--- config.mk ---
export PLATFORM = sky130hd
export DESIGN_NAME = sar_adc_mode_and_result
export DESIGN_NICKNAME = d
export VERILOG_FILES = /design/src/pkg/sar_adc_pkg.sv /design/src/pkg/conv_core_if.sv /design/src/rtl/conv_clock_divider.sv /design/src/rtl/sar_bit_engine.sv /design/src/rtl/sar_adc_mode_and_result.sv
export SDC_FILE = /design/constraint.sdc
export NUM_CORES = 1
export LEC_CHECK = 0
export BUFFER_PORTS_ARGS = -buffer_cell sky130_fd_sc_hd__buf_2
export CAP_MARGIN = 20
export CORE_ASPECT_RATIO = 0.6
export CORE_MARGIN = 2
export CORE_UTILIZATION = 45
export DETAILED_ROUTE_END_ITERATION = 6
export PLACE_DENSITY = 0.72
export SETUP_SLACK_MARGIN = 0.02
export SYNTH_ARGS = -nofsm -noshare
export SYNTH_HDL_FRONTEND = slang
export SYNTH_SLANG_ARGS = --single-unit
--- constraint.sdc ---
create_clock -name ref_clk -period 3.64 [get_ports ref_clk]
set_input_delay 0.364 -clock ref_clk [delete_from_list [all_inputs] [get_ports ref_clk]]
set_output_delay 0.364 -clock ref_clk [all_outputs]
set_load 0.005 [all_outputs]
--- src/pkg/sar_adc_pkg.sv ---
// constants, register map and types of the successive-approximation converter control
package sar_adc_pkg;
	localparam logic [15:0] ADDR_RESULT_WORD = 16'hff06;
	localparam logic [15:0] ADDR_RESULT_HIGH = 16'hff07;
	localparam logic [15:0] ADDR_MODE        = 16'hff08;
	localparam logic [15:0] ADDR_CHANNEL     = 16'hff8e;

	localparam logic [7:0] MODE_RESET   = 8'h00;
	localparam logic [2:0] CHAN_RESET   = 3'h0;
	localparam logic [9:0] RESULT_RESET = 10'h000;
	localparam logic [2:0] CHAN_LAST    = 3'h5;

	localparam int MODE_ENABLE_BIT = 7;
	localparam int MODE_TIME_MSB   = 6;
	localparam int MODE_TIME_LSB   = 3;
	localparam int MODE_RANGE_MSB  = 2;
	localparam int MODE_RANGE_LSB  = 1;
	localparam int MODE_COMP_BIT   = 0;
	localparam int CHAN_WIDTH      = 3;

	localparam logic [5:0] RESULT_PAD_ZERO = 6'h00;
	localparam logic [7:0] HIGH_BYTE_ZERO  = 8'h00;
	localparam logic [4:0] BYTE_PAD_ZERO   = 5'h00;

	localparam logic [1:0] RANGE_NORMAL = 2'h0;
	localparam logic [1:0] RANGE_LOW    = 2'h1;
	localparam logic [3:0] TIME_CODE_0  = 4'h0;
	localparam logic [3:0] TIME_CODE_1  = 4'h1;
	localparam logic [3:0] TIME_CODE_2  = 4'h2;
	localparam logic [3:0] TIME_CODE_3  = 4'h3;
	localparam logic [3:0] TIME_CODE_4  = 4'h4;
	localparam logic [3:0] TIME_CODE_5  = 4'h5;

	localparam logic [4:0] DIV_16   = 5'h10;
	localparam logic [4:0] DIV_12   = 5'h0c;
	localparam logic [4:0] DIV_8    = 5'h08;
	localparam logic [4:0] DIV_6    = 5'h06;
	localparam logic [4:0] DIV_4    = 5'h04;
	localparam logic [4:0] DIV_3    = 5'h03;
	localparam logic [4:0] DIV_2    = 5'h02;
	localparam logic [4:0] DIV_STEP = 5'h01;

	localparam logic [5:0] PERIODS_NORMAL = 6'h16;
	localparam logic [5:0] PERIODS_LOW    = 6'h28;
	localparam logic [5:0] SAR_STEPS      = 6'h0a;
	localparam logic [5:0] PERIOD_STEP    = 6'h01;

	localparam logic [9:0] SAR_MSB_CODE = 10'h200;
	localparam logic [3:0] SAR_MSB_POS  = 4'h9;
	localparam logic [3:0] SAR_LSB_POS  = 4'h0;
	localparam logic [3:0] SAR_POS_STEP = 4'h1;

	typedef enum logic [1:0] {CONV_IDLE, CONV_SAMPLE, CONV_APPROX} conv_state_e;
endpackage

--- src/pkg/conv_core_if.sv ---
// carrier between the converter control, its clock divider and its bit engine
`timescale 1ns/100ps
`default_nettype none
interface conv_core_if;
	logic [4:0] divRatio;
	logic       divRun;
	logic       tick;
	logic       sarStart;
	logic       sarStep;
	logic       compHigh;
	logic [9:0] trialCode;
	logic       sarDone;
	logic [9:0] sarCode;

	modport ctrl (output divRatio, divRun, sarStart, sarStep, compHigh,
		input tick, trialCode, sarDone, sarCode);
	modport divider (input divRatio, divRun, output tick);
	modport sar (input sarStart, sarStep, compHigh, output trialCode, sarDone, sarCode);
endinterface
`default_nettype wire

--- src/rtl/conv_clock_divider.sv ---
// conversion-clock divider giving a one-cycle enable per conversion-clock period
`timescale 1ns/100ps
`default_nettype none
module conv_clock_divider (
	input wire logic    ref_clk,
	input wire logic    reset_n,
	conv_core_if.divider core
);
	import sar_adc_pkg::*;

	typedef struct packed {
		logic [4:0] count;
		logic       tick;
	} div_s;

	div_s cur_ff;
	div_s nxt_ff;

	always_comb begin
		nxt_ff = cur_ff;
		nxt_ff.tick = 1'b0;
		// held at zero while stopped so a conversion started from stop begins on a full period
		if (!core.divRun) begin
			nxt_ff.count = 5'h00;
		end else if (cur_ff.count == core.divRatio - DIV_STEP) begin
			nxt_ff.count = 5'h00;
			nxt_ff.tick = 1'b1;
		end else begin
			nxt_ff.count = cur_ff.count + DIV_STEP;
		end
	end

	always_ff @(posedge ref_clk or negedge reset_n) begin
		if (!reset_n) begin
			cur_ff <= '0;
		end else begin
			cur_ff <= nxt_ff;
		end
	end

	assign core.tick = cur_ff.tick;
endmodule
`default_nettype wire

--- src/rtl/sar_bit_engine.sv ---
// successive-approximation register: one bit decided per step, msb first
`timescale 1ns/100ps
`default_nettype none
module sar_bit_engine (
	input wire logic ref_clk,
	input wire logic reset_n,
	conv_core_if.sar core
);
	import sar_adc_pkg::*;

	typedef struct packed {
		logic [9:0] code;
		logic [3:0] pos;
		logic       done;
		logic [9:0] result;
	} sar_s;

	sar_s cur_ff;
	sar_s nxt_ff;

	always_comb begin
		nxt_ff = cur_ff;
		nxt_ff.done = 1'b0;
		if (core.sarStart) begin
			nxt_ff.code = SAR_MSB_CODE;
			nxt_ff.pos = SAR_MSB_POS;
		end else if (core.sarStep) begin
			// comparator high means the held input is at or above the trial level
			nxt_ff.code[cur_ff.pos] = core.compHigh;
			if (cur_ff.pos == SAR_LSB_POS) begin
				nxt_ff.done = 1'b1;
				nxt_ff.result = nxt_ff.code;
			end else begin
				nxt_ff.pos = cur_ff.pos - SAR_POS_STEP;
				nxt_ff.code[nxt_ff.pos] = 1'b1;
			end
		end
	end

	always_ff @(posedge ref_clk or negedge reset_n) begin
		if (!reset_n) begin
			cur_ff <= '0;
		end else begin
			cur_ff <= nxt_ff;
		end
	end

	assign core.trialCode = cur_ff.code;
	assign core.sarDone = cur_ff.done;
	assign core.sarCode = cur_ff.result;
endmodule
`default_nettype wire

--- src/rtl/sar_adc_mode_and_result.sv ---
// converter mode and channel registers, conversion sequencer and result registers
// Function
// - mode register takes bit or byte writes and clears to zero on reset
// - enable bit at 0 halts conversion, at 1 converts repeatedly
// - comparator powered while either enable bit or comparator bit is set
// - bit pair decodes to stopped, waiting, converting cold, converting warm
// - writing the mode register inserts one bus wait cycle
// - normal range: time code selects divider 16,12,8,6,4,3,2; others prohibited
// - low range: time code selects divider 12,8,6,4,3,2; others prohibited
// - result word is 16 bits with the 10-bit result left-justified
// - low six bits of the result word read zero
// - each conversion end copies the approximation register into the result
// - upper eight result bits at high byte, low two atop the low byte
// - result word read as 16 bits and cleared to zero on reset
// - each conversion end raises a conversion-done interrupt request
// - selected input sampled at start and held through the conversion
// - separate read-only high byte register holds upper eight result bits
// - three-bit channel field selects inputs 0 to 5; 6 and 7 prohibited
`timescale 1ns/100ps
`default_nettype none
module sar_adc_mode_and_result (
	input  wire logic        ref_clk,
	input  wire logic        reset_n,
	input  wire logic [15:0] memAddr,
	input  wire logic [7:0]  memWrData,
	input  wire logic        memWrEn,
	input  wire logic        memBitWrEn,
	input  wire logic [2:0]  memBitIdx,
	input  wire logic        memRdEn,
	input  wire logic        compHigh,
	output logic      [15:0] memRdData,
	output logic             memWait,
	output logic      [9:0]  trialCode,
	output logic             trackInput,
	output logic             compPowerOn,
	output logic      [2:0]  channelSel,
	output logic             conversion_done_irq
);
	import sar_adc_pkg::*;

	typedef struct packed {
		logic [7:0]  mode;
		logic [2:0]  chan;
		logic [9:0]  result;
		logic [15:0] rdData;
		logic        waitCyc;
		logic        irq;
		conv_state_e st;
		logic [5:0]  periods;
		logic        track;
		logic        compPower;
	} ctrl_s;

	ctrl_s cur_ff;
	ctrl_s nxt_ff;

	conv_core_if core ();

	conv_clock_divider u_divider (
		.ref_clk (ref_clk),
		.reset_n (reset_n),
		.core    (core.divider)
	);

	sar_bit_engine u_sar (
		.ref_clk (ref_clk),
		.reset_n (reset_n),
		.core    (core.sar)
	);

	logic       modeAcc;
	logic       chanAcc;
	logic [7:0] modeWr;
	logic [7:0] chanWr;
	logic [3:0] timeCode;
	logic [1:0] rangeCode;
	logic       timingOk;
	logic       convEnable;
	logic [4:0] ratio;
	logic [5:0] periodsTotal;
	logic [5:0] sampleLast;

	// time and range decode, taken from the value being written this cycle
	always_comb begin
		timeCode = nxt_ff.mode[MODE_TIME_MSB:MODE_TIME_LSB];
		rangeCode = nxt_ff.mode[MODE_RANGE_MSB:MODE_RANGE_LSB];
		timingOk = 1'b1;
		ratio = DIV_2;
		periodsTotal = PERIODS_NORMAL;
		if (rangeCode == RANGE_NORMAL) begin
			periodsTotal = PERIODS_NORMAL;
			if (timeCode[3]) begin
				ratio = DIV_16;
			end else if (timeCode == TIME_CODE_0) begin
				ratio = DIV_12;
			end else if (timeCode == TIME_CODE_1) begin
				ratio = DIV_8;
			end else if (timeCode == TIME_CODE_2) begin
				ratio = DIV_6;
			end else if (timeCode == TIME_CODE_3) begin
				ratio = DIV_4;
			end else if (timeCode == TIME_CODE_4) begin
				ratio = DIV_3;
			end else if (timeCode == TIME_CODE_5) begin
				ratio = DIV_2;
			end else begin
				timingOk = 1'b0;
			end
		end else if (rangeCode == RANGE_LOW) begin
			periodsTotal = PERIODS_LOW;
			if (timeCode == TIME_CODE_0) begin
				ratio = DIV_12;
			end else if (timeCode == TIME_CODE_1) begin
				ratio = DIV_8;
			end else if (timeCode == TIME_CODE_2) begin
				ratio = DIV_6;
			end else if (timeCode == TIME_CODE_3) begin
				ratio = DIV_4;
			end else if (timeCode == TIME_CODE_4) begin
				ratio = DIV_3;
			end else if (timeCode == TIME_CODE_5) begin
				ratio = DIV_2;
			end else begin
				timingOk = 1'b0;
			end
		end else begin
			timingOk = 1'b0;
		end
		// prohibited settings simply never start a conversion
		convEnable = nxt_ff.mode[MODE_ENABLE_BIT] && timingOk
			&& (nxt_ff.chan <= CHAN_LAST);
		sampleLast = periodsTotal - SAR_STEPS - PERIOD_STEP;
	end

	always_comb begin
		nxt_ff = cur_ff;
		nxt_ff.irq = 1'b0;
		nxt_ff.waitCyc = 1'b0;
		modeAcc = (memWrEn || memBitWrEn) && (memAddr == ADDR_MODE);
		chanAcc = (memWrEn || memBitWrEn) && (memAddr == ADDR_CHANNEL);
		modeWr = cur_ff.mode;
		modeWr[memBitIdx] = memWrData[0];
		chanWr = {BYTE_PAD_ZERO, cur_ff.chan};
		chanWr[memBitIdx] = memWrData[0];
		if (memWrEn) begin
			modeWr = memWrData;
			chanWr = memWrData;
		end
		if (modeAcc) begin
			nxt_ff.mode = modeWr;
			nxt_ff.waitCyc = 1'b1;
		end else if (chanAcc) begin
			nxt_ff.chan = chanWr[CHAN_WIDTH-1:0];
			nxt_ff.waitCyc = 1'b1;
		end

		if (memRdEn) begin
			if (memAddr == ADDR_RESULT_WORD) begin
				nxt_ff.rdData = {cur_ff.result, RESULT_PAD_ZERO};
				nxt_ff.waitCyc = 1'b1;
			end else if (memAddr == ADDR_RESULT_HIGH) begin
				nxt_ff.rdData = {HIGH_BYTE_ZERO, cur_ff.result[9:2]};
				nxt_ff.waitCyc = 1'b1;
			end else if (memAddr == ADDR_MODE) begin
				nxt_ff.rdData = {HIGH_BYTE_ZERO, cur_ff.mode};
			end else if (memAddr == ADDR_CHANNEL) begin
				nxt_ff.rdData = {HIGH_BYTE_ZERO, BYTE_PAD_ZERO, cur_ff.chan};
			end else begin
				nxt_ff.rdData = {HIGH_BYTE_ZERO, HIGH_BYTE_ZERO};
			end
		end

		// the comparator itself draws power, so it follows both bits
		nxt_ff.compPower = nxt_ff.mode[MODE_ENABLE_BIT]
			|| nxt_ff.mode[MODE_COMP_BIT];

		if (core.sarDone) begin
			nxt_ff.result = core.sarCode;
			nxt_ff.irq = 1'b1;
		end

		case (cur_ff.st)
			CONV_IDLE: begin
				if (convEnable) begin
					nxt_ff.st = CONV_SAMPLE;
					nxt_ff.periods = 6'h00;
					nxt_ff.track = 1'b1;
				end
			end
			CONV_SAMPLE: begin
				if (core.tick) begin
					if (cur_ff.periods == sampleLast) begin
						nxt_ff.st = CONV_APPROX;
						nxt_ff.track = 1'b0;
					end else begin
						nxt_ff.periods = cur_ff.periods + PERIOD_STEP;
					end
				end
			end
			CONV_APPROX: begin
				if (core.sarDone) begin
					// back to back: the next sample starts at once
					nxt_ff.st = CONV_SAMPLE;
					nxt_ff.periods = 6'h00;
					nxt_ff.track = 1'b1;
				end
			end
			default: begin
				nxt_ff.st = CONV_IDLE;
			end
		endcase
		if (!convEnable) begin
			nxt_ff.st = CONV_IDLE;
			nxt_ff.track = 1'b0;
			nxt_ff.periods = 6'h00;
		end
	end

	always_ff @(posedge ref_clk or negedge reset_n) begin
		if (!reset_n) begin
			cur_ff.mode <= MODE_RESET;
			cur_ff.chan <= CHAN_RESET;
			cur_ff.result <= RESULT_RESET;
			cur_ff.rdData <= 16'h0000;
			cur_ff.waitCyc <= 1'b0;
			cur_ff.irq <= 1'b0;
			cur_ff.st <= CONV_IDLE;
			cur_ff.periods <= 6'h00;
			cur_ff.track <= 1'b0;
			cur_ff.compPower <= 1'b0;
		end else begin
			cur_ff <= nxt_ff;
		end
	end

	assign core.divRatio = ratio;
	assign core.divRun = (cur_ff.st != CONV_IDLE) && convEnable;
	assign core.compHigh = compHigh;
	assign core.sarStart = core.tick && (cur_ff.st == CONV_SAMPLE)
		&& (cur_ff.periods == sampleLast) && convEnable;
	assign core.sarStep = core.tick && (cur_ff.st == CONV_APPROX) && convEnable;

	assign memRdData = cur_ff.rdData;
	assign memWait = cur_ff.waitCyc;
	assign trialCode = core.trialCode;
	assign trackInput = cur_ff.track;
	assign compPowerOn = cur_ff.compPower;
	assign channelSel = cur_ff.chan;
	assign conversion_done_irq = cur_ff.irq;

	a_mode_byte_store: assert property (@(posedge ref_clk) disable iff (!reset_n)
		(memWrEn && memAddr == ADDR_MODE) |=> cur_ff.mode == $past(memWrData))
		else $error("mode byte write not stored");
	a_stop_halts_conv: assert property (@(posedge ref_clk) disable iff (!reset_n)
		!cur_ff.mode[MODE_ENABLE_BIT] |-> (cur_ff.st == CONV_IDLE && !trackInput))
		else $error("conversion active with enable bit clear");
	a_comp_power_bits: assert property (@(posedge ref_clk) disable iff (!reset_n)
		compPowerOn == (cur_ff.mode[MODE_ENABLE_BIT] || cur_ff.mode[MODE_COMP_BIT]))
		else $error("comparator power does not follow mode bits");
	a_mode_write_wait: assert property (@(posedge ref_clk) disable iff (!reset_n)
		(memBitWrEn && memAddr == ADDR_MODE) |=> memWait ##1 !memWait)
		else $error("mode write without single wait cycle");
	// gated by divRun: a stop write retimes the divider in its own edge
	a_normal_div16: assert property (@(posedge ref_clk) disable iff (!reset_n)
		(core.divRun && cur_ff.mode[MODE_TIME_MSB]
			&& cur_ff.mode[MODE_RANGE_MSB:MODE_RANGE_LSB] == RANGE_NORMAL)
		|-> core.divRatio == DIV_16)
		else $error("wrong divider for long normal conversion");
	a_result_low_zero: assert property (@(posedge ref_clk) disable iff (!reset_n)
		(memRdEn && memAddr == ADDR_RESULT_WORD) |=> memRdData[5:0] == RESULT_PAD_ZERO)
		else $error("result word low bits not zero");
	a_high_byte_map: assert property (@(posedge ref_clk) disable iff (!reset_n)
		(memRdEn && memAddr == ADDR_RESULT_HIGH)
		|=> memRdData == {HIGH_BYTE_ZERO, $past(cur_ff.result[9:2])})
		else $error("high byte does not hold upper result bits");
	a_done_copies_irq: assert property (@(posedge ref_clk) disable iff (!reset_n)
		core.sarDone |=> (conversion_done_irq && cur_ff.result == $past(core.sarCode)))
		else $error("conversion end without result copy and request");
	a_hold_in_approx: assert property (@(posedge ref_clk) disable iff (!reset_n)
		(cur_ff.st == CONV_APPROX) |-> !trackInput)
		else $error("input tracked during approximation");
	a_sample_bound: assert property (@(posedge ref_clk) disable iff (!reset_n)
		(core.divRun && cur_ff.st == CONV_SAMPLE) |-> cur_ff.periods <= sampleLast)
		else $error("sample period count overran");
	a_irq_single_pulse: assert property (@(posedge ref_clk) disable iff (!reset_n)
		conversion_done_irq |=> !conversion_done_irq)
		else $error("conversion-done request longer than one cycle");
	a_result_word_map: assert property (@(posedge ref_clk) disable iff (!reset_n)
		(memRdEn && memAddr == ADDR_RESULT_WORD)
		|=> memRdData == {$past(cur_ff.result), RESULT_PAD_ZERO})
		else $error("result word not left-justified");
	a_chan_write_store: assert property (@(posedge ref_clk) disable iff (!reset_n)
		(memWrEn && memAddr == ADDR_CHANNEL) |=> channelSel == $past(memWrData[CHAN_WIDTH-1:0]))
		else $error("channel byte write not stored");
	a_busy_legal_chan: assert property (@(posedge ref_clk) disable iff (!reset_n)
		(cur_ff.st != CONV_IDLE) |-> cur_ff.chan <= CHAN_LAST)
		else $error("conversion running on a prohibited channel");
	a_low_div12: assert property (@(posedge ref_clk) disable iff (!reset_n)
		(core.divRun && cur_ff.mode[MODE_TIME_MSB:MODE_TIME_LSB] == TIME_CODE_0
			&& cur_ff.mode[MODE_RANGE_MSB:MODE_RANGE_LSB] == RANGE_LOW)
		|-> core.divRatio == DIV_12)
		else $error("wrong divider for slowest low-range conversion");
	a_start_hold_msb: assert property (@(posedge ref_clk) disable iff (!reset_n)
		core.sarStart |=> (!trackInput && trialCode == SAR_MSB_CODE))
		else $error("approximation start without hold or msb trial");
endmodule
`default_nettype wire

* Word-level counts from Yosys, hierarchy flattened
Cells that the tools add are included.
Storage, ports and cells: register bits 80, bits in latches 0, bits in writable memories 0, ROM bits 0, input port bits 33, word-level logic and storage cells 136, memories kept 0
Cells by class: add/sub/neg operators 6, multipliers 0, divide/modulo/power cells 0, magnitude comparators 7, eq/ne operators 20, shift operators 0, multiplexer cells 59, bitwise gates (word level) 2, reduce and logical (&&, ||, !) cells 26
Operators by type and width (number):
- $eq A16 B16 Y1 const B | 4
- $mux W5 | 8
- $mux W8 | 4
- $mux W14 | 2
- $mux W9 | 3
- $mux W25 | 1
- $mux W11 | 2
- $mux W1 | 21
- $pmux W7 S3 | 1
- $mux W6 | 3
- $mux W17 | 1
- $bwmux W8 | 2
- $mux W3 | 5
- $logic_and A1 B1 Y1 | 13
- $bwmux W10 | 1
- $lt A4 B5 Y1 const B | 2
- $or A10 B10 Y10 | 1
- $ne A3 B2 Y1 const B | 3
- $demux W1 S4 | 2
- $eq A4 B2 Y1 const B | 2
- $eq A4 B3 Y1 const B | 2
- $ge A4 B1 Y1 const B | 2
- $logic_not A4 Y1 | 2
- $reduce_and A4 Y1 | 2
- 26 further kinds | 31

* Logic depth before layout (Yosys ltp)
Gate-level depths: netlist of run 1.
depth after elaboration 21, depth in mapped cells 15

* Modules after synthesis
A second synthesis of run 1 with hierarchy kept.
Second synthesis, totals: cell total of the unflattened synthesis 473, area total of the unflattened synthesis 4683.2 um2
By module, submodules not included:
- sar_adc_mode_and_result | instances 1, cells an instance 304, area each 2829.0 um2, seq. area each 1226.2 um2
- sar_bit_engine | instances 1, cells an instance 130, area each 1476.4 um2, seq. area each 625.6 um2
- conv_clock_divider | instances 1, cells an instance 39, area each 377.9 um2, seq. area each 150.1 um2

* Worst setup path before layout of run 1
No wires, ideal clock.
kind input port to flip-flop, from in memBitIdx[1], to reg u_divider.cur_ff, in the netlist u_divider.core.tick, library setup time 67 ps, arrival 2903 ps, data required time 3573 ps, slack 670 ps, stages 13, path buffers 1, path through buf_4 nor3b_1 mux2_1 mux2_2 mux2i_1 nand4_1 ha_1 xor2_1 inv_1 nand4_1 o22ai_1 nor4_4 and3b_1
RTL lines:
- from (decl) | line sar_adc_mode_and_result.sv:28 | input wire logic [2:0] memBitIdx,
- to (signal assigned) | line conv_clock_divider.sv:37 | cur_ff <= nxt_ff;
- to (decl) | line conv_clock_divider.sv:16 | div_s cur_ff;

==> results of run 1 <==
-- synthesized netlist by cell type (6+ instances only) --
cell / n / area [um2]
dfrtp_1: 80 / 2000
nor2_1: 42 / 158
nand2_1: 37 / 139
buf_4: 32 / 240
o21ai_0: 28 / 140
inv_1: 26 / 97.6
mux2_2: 22 / 248
a21oi_1: 15 / 75.1
mux2i_1: 15 / 150
nand3_1: 12 / 60.1
nor3_1: 11 / 55.1
mux2_4: 10 / 150
clkbuf_1: 9 / 33.8
a22oi_1: 8 / 60.1
nand2b_1: 7 / 43.8
nand4_1: 7 / 43.8
o211ai_1: 7 / 52.6
o22ai_1: 7 / 43.8
nor2b_1: 6 / 37.5
nor4b_1: 6 / 52.6
-- per-layer routing --
metal  vias up  wire, um  track usage
met5         -         0            0
met4         0       121       0.0487
met3        18       911       0.0574
met2       175      4880        0.294
met1      1927      5490        0.307
li1       1827         -            -
-- logic make-up (layout without fill, tap and decap cells) --
logic type                 Yosys count  in the layout  share of synthesized area
buffers and inverters               74            117                     0.0867
DFF                                 80             80                      0.415
muxes                               50             50                      0.121
AOI/OAI and AO/OA                   99             99                      0.143
xor gates and xnor gates             8              8                     0.0145
and+or+nand+nor                    177            177                      0.212
adders and majority gates            3              3                    0.00779
-- how the worst max path moves through the flow --
stage	depth (start not counted)	slack, ns	to
3_5_place_dp	15	0.14	u_divider.core.tick
4_1_cts	15	0.47	u_divider.core.tick
5_1_grt	15	0.14	u_divider.core.tick
3_3_place_gp	15	0.34	u_divider.core.tick
2_1_floorplan	13	0.67	u_divider.core.tick
6_report	14	0.44	u_divider.core.tick
-- metrics by stage --
stage	cells	total power, mW	setup slack (ns)	cell area (um2)
floorplan	491	0.976	0.670	4820
global placement	653	1.02	0.342	5050
detailed placement	653	1.02	0.139	5050
CTS	669	2.02	0.470	5380
global route	673	2.09	0.144	5430
finish	673	2.02	0.442	5430
-- layout make-up --
type,count,area (um2),area share
clock buffer,9,225,0.0415
clock inverter,7,109,0.0200
inverter,26,97.6,0.0180
multi-input combinational,337,2400,0.442
sequential,80,2000,0.368
tap,139,174,0.0320
timing repair buffer,75,425,0.0783
-- sequential cells by signal, summed over array words and instances, names as in the netlist --
signal and cells:
cur_ff 26, u_sar.core.sarCode 10, memRdData 16, channelSel 3, u_sar.cur_ff 4, trackInput 1, u_divider.cur_ff 5, u_sar.core.trialCode 10
u_sar.core.sarDone 1, compPowerOn 1, memWait 1, conversion_done_irq 1, u_divider.core.tick 1
-- where the power goes --
group / internal [mW] / leakage [nW] / total, mW / switching, mW
clock: 0.616 / 0.164 / 1.00 / 0.389
combinational: 0.0430 / 1.25 / 0.112 / 0.0688
sequential: 0.895 / 1.09 / 0.899 / 0.00379
total: 1.55 / 2.51 / 2.02 / 0.462
-- critical path: cells and delay by family --
kind,cells,cell delay (ns)
AO/OA/AOI/OAI,3,0.54
buffers and inverters,3,0.38
adder cells (fa/ha/maj),1,0.28
AND/OR/NAND/NOR,6,1.70
XOR/XNOR,1,0.20
-- timing repair --
item | in CTS | in global routing
hold endpoints to repair | 0 | 5
hold buffers | 0 | 1
setup buffers | 0 | 2
endpoints found under the setup margin | 0 | 1
==> summary.md, run 1 <==
### Status
• completed — run status

### Worst setup path
• 0.58 ns — register-to-register setup slack
• cur_ff[45] — worst r2r src
• 0.44 ns — delay of the slowest cell on the worst path
• u_divider.core.tick — endpoint of the worst register-to-register path
• 6 — maximum fanout along the worst path
• input port — critical path startpoint category
• nor4_4 — Critical-path top delay cell
• buf_2 > nor4_1 > and4_1 > a22oi_1 > o211ai_1 > buf_4 > nand4_1 > ha_1 > xor2_1 > inv_1 > nand4_1 > o22ai_1 > nor4_4 > and3b_1 — cell-by-cell trace of the critical path
• nand4_1 — Critical Path Most Common Cell
• register — Worst Setup End Kind
• 3.92 ns — Worst EP required
• 11 — cells on worst reg2reg path
• memAddr[2] — crit path launch
• 3.48 ns — crit path DAT
• in -> reg — critical path class

### Layout
• 929 — fill cell total of the finished layout
• 12.7% — area growth from synthesis to layout
• 0.258 — share of post-route cells with drive strength above 1
• 0 — total inserted antenna cells
• 565 — nets
• 0.518 — Layout Utilization
• dfrtp_1, buf_2, nor2_1 — most frequent cells in the layout
• dfrtp_1 — most common cell after layout, fill and taps aside

### Floorplanning
• 29 — FP Rows
• 66 — top-level port count
• 11600 um2 — Die Area
• 0.460 — initial standard-cell utilization of the core
• 138 um — overall die width
• 10500 um2 — core outline area
• 84.2 um — Die H

### Logic synthesis
• 9.82 um2 — mean instance size in the synthesized netlist
• 1.00 — asr flop ratio synth
• 0.415 — sequential share of the synthesized area
• 72 — number of unique standard cell types used by synthesis
• 527 — net count after synthesis
• 491 — Cells after Synth
• 0 — Yosys warning count
• dfrtp_1 — dominant register cell in the synthesized netlist
• 4820 um2 — area of the mapped netlist
• 0 — number of enable flip-flop cells after synthesis
• 80 — Yosys reg bits

### STA
• 3.20 ns — shortest period the worst path allows
• 0.577 ns — slew at the pin with the worst max-slew slack
• 313 MHz — Max Clk Rate
• 0.00723 ns — post-route clock skew
• 0.366 ns — worst hold slack after final layout
• false — unrepaired setup endpoints after global routing
• 0 ns — total negative slack for setup checks
• 0 — count of endpoints failing hold in the final timing report
• 0.879 — share of the cycle needed by the critical path after routing
• 0 — setup violation total in the final timing report
• 0.605 — worst slew margin relative to its limit
• 0 — fin. max-slew vios

### Clock tree
• yes — CTS tree
• 80 — count of clock tree sinks
• 9 — Num CTS Buffers
• 0.07 ns — clock slew at reported path FFs
• clkbuf_16 — root buffer selected by CTS
• 0 — post-cts sizing count
• 3 — deepest level of the CTS H-tree
• 0.34 ns — insertion delay of the later-clocked pin in the worst-skew pair
• 2 — maximum buffer depth of the clock tree

### GRT
• 3640 — via count of the first global-routing pass
• 18.5 mm — wire length of the first global-routing pass
• 0.205 — Global Route Usage Sum
• 81 — largest net degree at the start of global routing
• 0 — antenna violations before repair
• 0 — total grt overflow

### Run
• 0 — Max Cap Violations

### Route
• 0 — Detail Route Antenna Nets
• 5.86 — number of vias per cell after detailed routing
• 11.4 mm — wire length after detailed routing
• 0 — final routed DRC violation total
• 5 — router iterations before antenna repair
• 3947 — total via count in the routed design
• 16.9 um — average detailed-routed wire length per instance
• 377 — Iter 0 DRT Violations

### Place
• 65 — total of buffers placed on input and output ports
• 0.908 — placer congestion estimate
• 8.42 mm — DP Wirelength

### Hold path
• in -> async — class of the tightest hold or removal check

### Power and ir drop
• 371 nW/um2 — power per cell area
• 2.51 nW — static leakage
• 0.224 mV — Peak VDD IR

Power figures use the tool's default switching activity.
==> run 2: changes to the inputs <==
- CORE_MARGIN: 2 -> default
==> summary.md, run 2 (same netlist as run 1, synthesis figures left out) <==
### Status
• completed — run status

### Clock tree
• 2 — maximum buffer depth of the clock tree, unchanged
• clkbuf_16 — root buffer selected by CTS
• yes — CTS tree
• 0.34 ns — insertion delay of the later-clocked pin in the worst-skew pair, about the same
• 80 — count of clock tree sinks, unchanged
• 9 — Num CTS Buffers, unchanged
• 0.06 ns — clock slew at reported path FFs, about the same
• 3 — deepest level of the CTS H-tree, unchanged

### STA
• 3.22 ns — shortest period the worst path allows, +0.0220 ns
• 0.00802 ns — post-route clock skew, +0.000797 ns
• 0.554 — worst slew margin relative to its limit, -0.0505
• 0.667 ns — slew at the pin with the worst max-slew slack, +0.0898 ns
• 0 — fin. max-slew vios, unchanged
• 0.885 — share of the cycle needed by the critical path after routing, +0.00605
• 0 — count of endpoints failing hold in the final timing report, unchanged
• 311 MHz — Max Clk Rate, -0.68%
• 0 — setup violation total in the final timing report, unchanged
• 0 ns — total negative slack for setup checks, unchanged
• false — unrepaired setup endpoints after global routing

### Place
• 65 — total of buffers placed on input and output ports, unchanged
• 649 — count of placed standard cells including taps, -0.61%
• 0.943 — placer congestion estimate, +3.8%
• 8.49 mm — DP Wirelength, +0.78%

### Layout
• dfrtp_1 — most common cell after layout, fill and taps aside
• cur_ff — Biggest register
• 563 — nets, -0.35%
• 11.4% — area growth from synthesis to layout
• dfrtp_1, buf_2, nor2_1 — most frequent cells in the layout
• 0 — total inserted antenna cells, unchanged
• 0.256 — share of post-route cells with drive strength above 1, -0.00279
• 26 — max reg flops, unchanged
• 667 — final cell count without fillers, -0.89%

### GRT
• 3477 — via count of the first global-routing pass, -4.5%
• 0 — antenna violations before repair, unchanged
• 0 — total grt overflow, unchanged
• 17.9 mm — wire length of the first global-routing pass, -3.3%
• 81 — largest net degree at the start of global routing, unchanged
• 0.211 — Global Route Usage Sum, +0.00503

### Worst setup path
• memAddr[2] — crit path launch
• input port — critical path startpoint category
• 3.91 ns — Worst EP required, about the same
• u_divider.core.tick — endpoint of the worst register-to-register path
• 0.58 ns — register-to-register setup slack, about the same
• 11 — cells on worst reg2reg path, unchanged
• cur_ff[45] — worst r2r src
• in -> reg — critical path class
• 6 — maximum fanout along the worst path, unchanged
• register — Worst Setup End Kind
• 3.49 ns — crit path DAT, about the same

### Floorplanning
• 0.476 — initial standard-cell utilization of the core, +0.0164
• 28 — FP Rows, -3.4%
• 82.2 um — Die H, -2.4%
• 10100 um2 — core outline area, -3.4%
• 136 um — overall die width, -1.5%
• 11100 um2 — Die Area, -3.8%
• 66 — top-level port count, unchanged

### Power and ir drop
• 348 nW/um2 — power per cell area, -6.2%
• 2.47 nW — static leakage, -1.6%
• 0.284 mV — Peak VDD IR, +27%

### Route
• 5.88 — number of vias per cell after detailed routing, +0.21%
• 0 — final routed DRC violation total, unchanged
• 16.9 um — average detailed-routed wire length per instance, about the same
• 11.3 mm — wire length after detailed routing, -0.86%
• 329 — Iter 0 DRT Violations, -13%
• 0 — Detail Route Antenna Nets, unchanged
• 3920 — total via count in the routed design, -0.68%
• 5 — router iterations before antenna repair, unchanged

### Hold path
• in -> async — class of the tightest hold or removal check

### Run
• 0 — Max Cap Violations, unchanged

==> run 2: changes by cell type in the layout (fill, tap and decap cells not counted) <==
cell	before	now
clkinvlp_4	0	3
buf_4	9	7
bufinv_16	2	0
clkbuf_8	0	1
inv_6	2	1
inv_8	2	1
==> run 2: layer usage <==
| metal | part of all wire | track usage |
|---|---|---|
| met1 | 0.49 | 0.313 |
| met2 | 0.42 | 0.305 |
| met3 | 0.080 | 0.0519 |
| met4 | 0.0090 | 0.0494 |
| met5 | 0 | 0 |
==> run 2: power by group <==
group | switching, mW | internal [mW] | leakage, nW
Sequential | 0.00364 | 0.895 | 1.09
Clock | 0.371 | 0.488 | 0.133
Combinational | 0.0684 | 0.0421 | 1.24
==> run 2: how the worst max path moves through the flow <==
| stage | to | slack [ns] | cells after the start |
|---|---|---|---|
| after floorplan | u_divider.core.tick | 0.67 | 13 |
| after global placement | u_divider.core.tick | 0.32 | 13 |
| after detailed placement | u_divider.core.tick | 0.19 | 15 |
| after CTS | u_divider.core.tick | 0.52 | 15 |
| after global routing | u_divider.core.tick | 0.20 | 15 |
| final | u_divider.core.tick | 0.42 | 15 |
==> run 2: timing repair <==
action,CTS,global route
buffers inserted,0,0
hold endpoints to repair,0,4
hold buffers,0,1
gates resized for setup,0,0
==> run 2: critical path, cell delays in order <==
cell and delay, ns:
buf_2 0.12, nor4_1 0.44, and4_1 0.36, a22oi_1 0.10
o211ai_1 0.36, inv_1 0.11, o22ai_1 0.17, nand2_1 0.07
ha_1 0.21, xor2_1 0.20, inv_1 0.09, nand4_1 0.10
o22ai_1 0.13, nor4_4 0.44, and3b_1 0.21
==> run 2: cell type report <==
class	count	area, um2
Clock buffer	10	239
Clock inverter	6	51.3
Fill cell	908	4760
Inverter	26	97.6
Multi-Input combinational cell	337	2400
Sequential cell	80	2000
Tap cell	135	169
Timing Repair Buffer	73	410
==> run 2: stage by stage <==
step	total power, mW	area (um2)	utilization	hold WS [ns]	setup WS, ns
floorplan	0.976	4820	-	0.0684	0.670
global placement	1.02	5040	0.498	0.484	0.316
detailed placement	1.02	5040	0.498	0.488	0.195
CTS	1.88	5330	0.527	0.231	0.518
global route	1.94	5370	0.530	0.366	0.200
finish	1.87	5370	0.530	0.367	0.420
==> run 3: changes to the inputs <==
- clock period: 3.64 -> 3.92 ns (I/O delays scaled with it)
==> summary.md, run 3 (same netlist as run 1, synthesis figures left out) <==
### Status
• completed — run status

### Layout
• 26 — max reg flops, unchanged
• cur_ff — Biggest register
• 887 — fill cell total of the finished layout, -2.3%
• 562 — nets, -0.18%
• 0.534 — Layout Utilization, +0.00420
• 5410 um2 — finished layout cell area, +0.79%
• 0.253 — share of post-route cells with drive strength above 1, -0.00281
• dfrtp_1 — most common cell after layout, fill and taps aside
• 12.3% — area growth from synthesis to layout
• 665 — final cell count without fillers, -0.30%
• 0 — total inserted antenna cells, unchanged
• dfrtp_1, buf_2, nor2_1 — most frequent cells in the layout

### GRT
• 0.214 — Global Route Usage Sum, +0.00376
• 0 — antenna violations before repair, unchanged
• 18.1 mm — wire length of the first global-routing pass, +1.2%
• 0 — total grt overflow, unchanged
• 81 — largest net degree at the start of global routing, unchanged
• 3484 — via count of the first global-routing pass, +0.20%

### Route
• 0 — final routed DRC violation total, unchanged
• 17.3 um — average detailed-routed wire length per instance, +2.2%
• 3952 — total via count in the routed design, +0.82%
• 6 — router iterations before antenna repair, +1
• 5.94 — number of vias per cell after detailed routing, +1.1%
• 330 — Iter 0 DRT Violations, +0.30%
• 11.5 mm — wire length after detailed routing, +1.9%
• 0 — Detail Route Antenna Nets, unchanged

### Clock tree
• 80 — count of clock tree sinks, unchanged
• 0.34 ns — insertion delay of the later-clocked pin in the worst-skew pair, about the same
• 3 — deepest level of the CTS H-tree, unchanged
• 9 — Num CTS Buffers, unchanged
• 0.06 ns — clock slew at reported path FFs, about the same
• 2 — maximum buffer depth of the clock tree, unchanged
• 0 — post-cts sizing count, unchanged
• yes — CTS tree
• 0 — number of buffers added for setup after CTS, unchanged
• clkbuf_16 — root buffer selected by CTS

### Floorplanning
• 82.2 um — Die H, unchanged
• 10100 um2 — core outline area, unchanged
• 28 — FP Rows, unchanged
• 11100 um2 — Die Area, unchanged
• 0.476 — initial standard-cell utilization of the core, unchanged
• 136 um — overall die width, unchanged
• 66 — top-level port count, unchanged

### Worst setup path
• nor4_4 — Critical-path top delay cell
• 6 — maximum fanout along the worst path, unchanged
• 0.44 ns — delay of the slowest cell on the worst path, about the same
• 4.19 ns — Worst EP required, +0.28 ns
• 0.89 ns — register-to-register setup slack, +0.31 ns
• register — Worst Setup End Kind
• simple AND/OR/NAND/NOR gates — Top Family by Delay on Critical Path
• input port — critical path startpoint category
• cur_ff[45] — worst r2r src
• buf_2 > nor4_1 > and4_1 > a22oi_1 > o211ai_1 > inv_1 > o22ai_1 > nand2_1 > ha_1 > xor2_1 > inv_1 > nand4_1 > o22ai_1 > nor4_4 > and3b_1 — cell-by-cell trace of the critical path
• 11 — cells on worst reg2reg path, unchanged
• 3 — number of buffer and inverter stages on the critical path, unchanged
• u_divider.core.tick — endpoint of the worst register-to-register path
• in -> reg — critical path class
• 3.48 ns — crit path DAT, about the same

### STA
• 0 — fin. max-slew vios, unchanged
• 0.718 ns — setup slack after layout, +0.299 ns
• 3.20 ns — shortest period the worst path allows
• 0.817 — share of the cycle needed by the critical path after routing
• 0.397 ns — worst hold slack after final layout, +0.0293 ns
• 312 MHz — Max Clk Rate
• 0.686 ns — slew at the pin with the worst max-slew slack, +0.0198 ns
• 0.00694 ns — post-route clock skew, -0.00108 ns
• 0 ns — total negative slack for setup checks, unchanged
• 0.541 — worst slew margin relative to its limit, -0.0132
• false — unrepaired setup endpoints after global routing
• 0 — count of endpoints failing hold in the final timing report, unchanged
• 0 — setup violation total in the final timing report, unchanged

### Run
• 0 — Max Cap Violations, unchanged

### Place
• 0.428 ns — pre-CTS setup slack, +0.233 ns
• 5030 um2 — placed instance area, -0.15%
• 8.54 mm — DP Wirelength, +0.64%
• 65 — total of buffers placed on input and output ports, unchanged
• 0.935 — placer congestion estimate, -0.79%
• 648 — count of placed standard cells including taps, -0.15%

### Power and ir drop
• 0.227 mV — Peak VDD IR, -20%
• 2.49 nW — static leakage, +1.0%
• 1.89 mW — sum of internal, switching and leakage power, +1.1%
• 349 nW/um2 — power per cell area, +0.30%

### Hold path
• in -> async — class of the tightest hold or removal check

## run 3: how the worst max path moves through the flow
stage | endpoint | slack, ns | cells past startpoint | from
global route | u_divider.cur_ff[3] | 0.43 | 15 | memAddr[2]
finish | u_divider.core.tick | 0.72 | 15 | memAddr[2]
detailed placement | u_divider.cur_ff[4] | 0.43 | 15 | memAddr[2]
global placement | u_divider.core.tick | 0.57 | 13 | memAddr[0]
floorplan | u_divider.core.tick | 0.92 | 13 | memBitIdx[1]
CTS | u_divider.cur_ff[4] | 0.74 | 15 | memAddr[2]
## run 3: power breakdown
group | total (mW) | leakage [nW] | internal, mW | switching (mW)
Combinational | 0.104 | 1.24 | 0.0392 | 0.0650
Clock | 0.950 | 0.163 | 0.622 | 0.327
Sequential | 0.835 | 1.09 | 0.831 | 0.00363
Total | 1.89 | 2.49 | 1.49 | 0.396
## run 3: worst register-to-register path, cell delays in order, from the launching register on
cell and delay, ns:
dfrtp_1 0.46, mux2_1 0.31, mux2_2 0.29, mux2i_1 0.31, nand4_1 0.20, ha_1 0.27, xor2_1 0.19, inv_1 0.08
nand4_1 0.09, o22ai_1 0.13, nor4_4 0.44, and3b_1 0.21
## run 3: metal layers
| layer | vias up | wire length [um] | track usage |
|---|---|---|---|
| met5 | - | 0 | 0 |
| met4 | 0 | 121 | 0.0461 |
| met3 | 14 | 958 | 0.0684 |
| met2 | 166 | 4970 | 0.304 |
| met1 | 1938 | 5460 | 0.315 |
| li1 | 1834 | - | - |
## run 3: what timing repair did
item,CTS,global route
hold buffers,0,1
hold endpoints to repair,0,4
endpoints found under the setup margin,0,0
## run 3: cell type report
cell class              instances  area [um2]  share of cell area
clock inverters                 6         115              0.0213
inverters                      26        97.6              0.0180
flip-flops and latches         80        2000               0.370
well taps                     135         169              0.0312
multi-input cells             337        2400               0.443
repair buffers                 72         403              0.0745
clock buffers                   9         225              0.0416
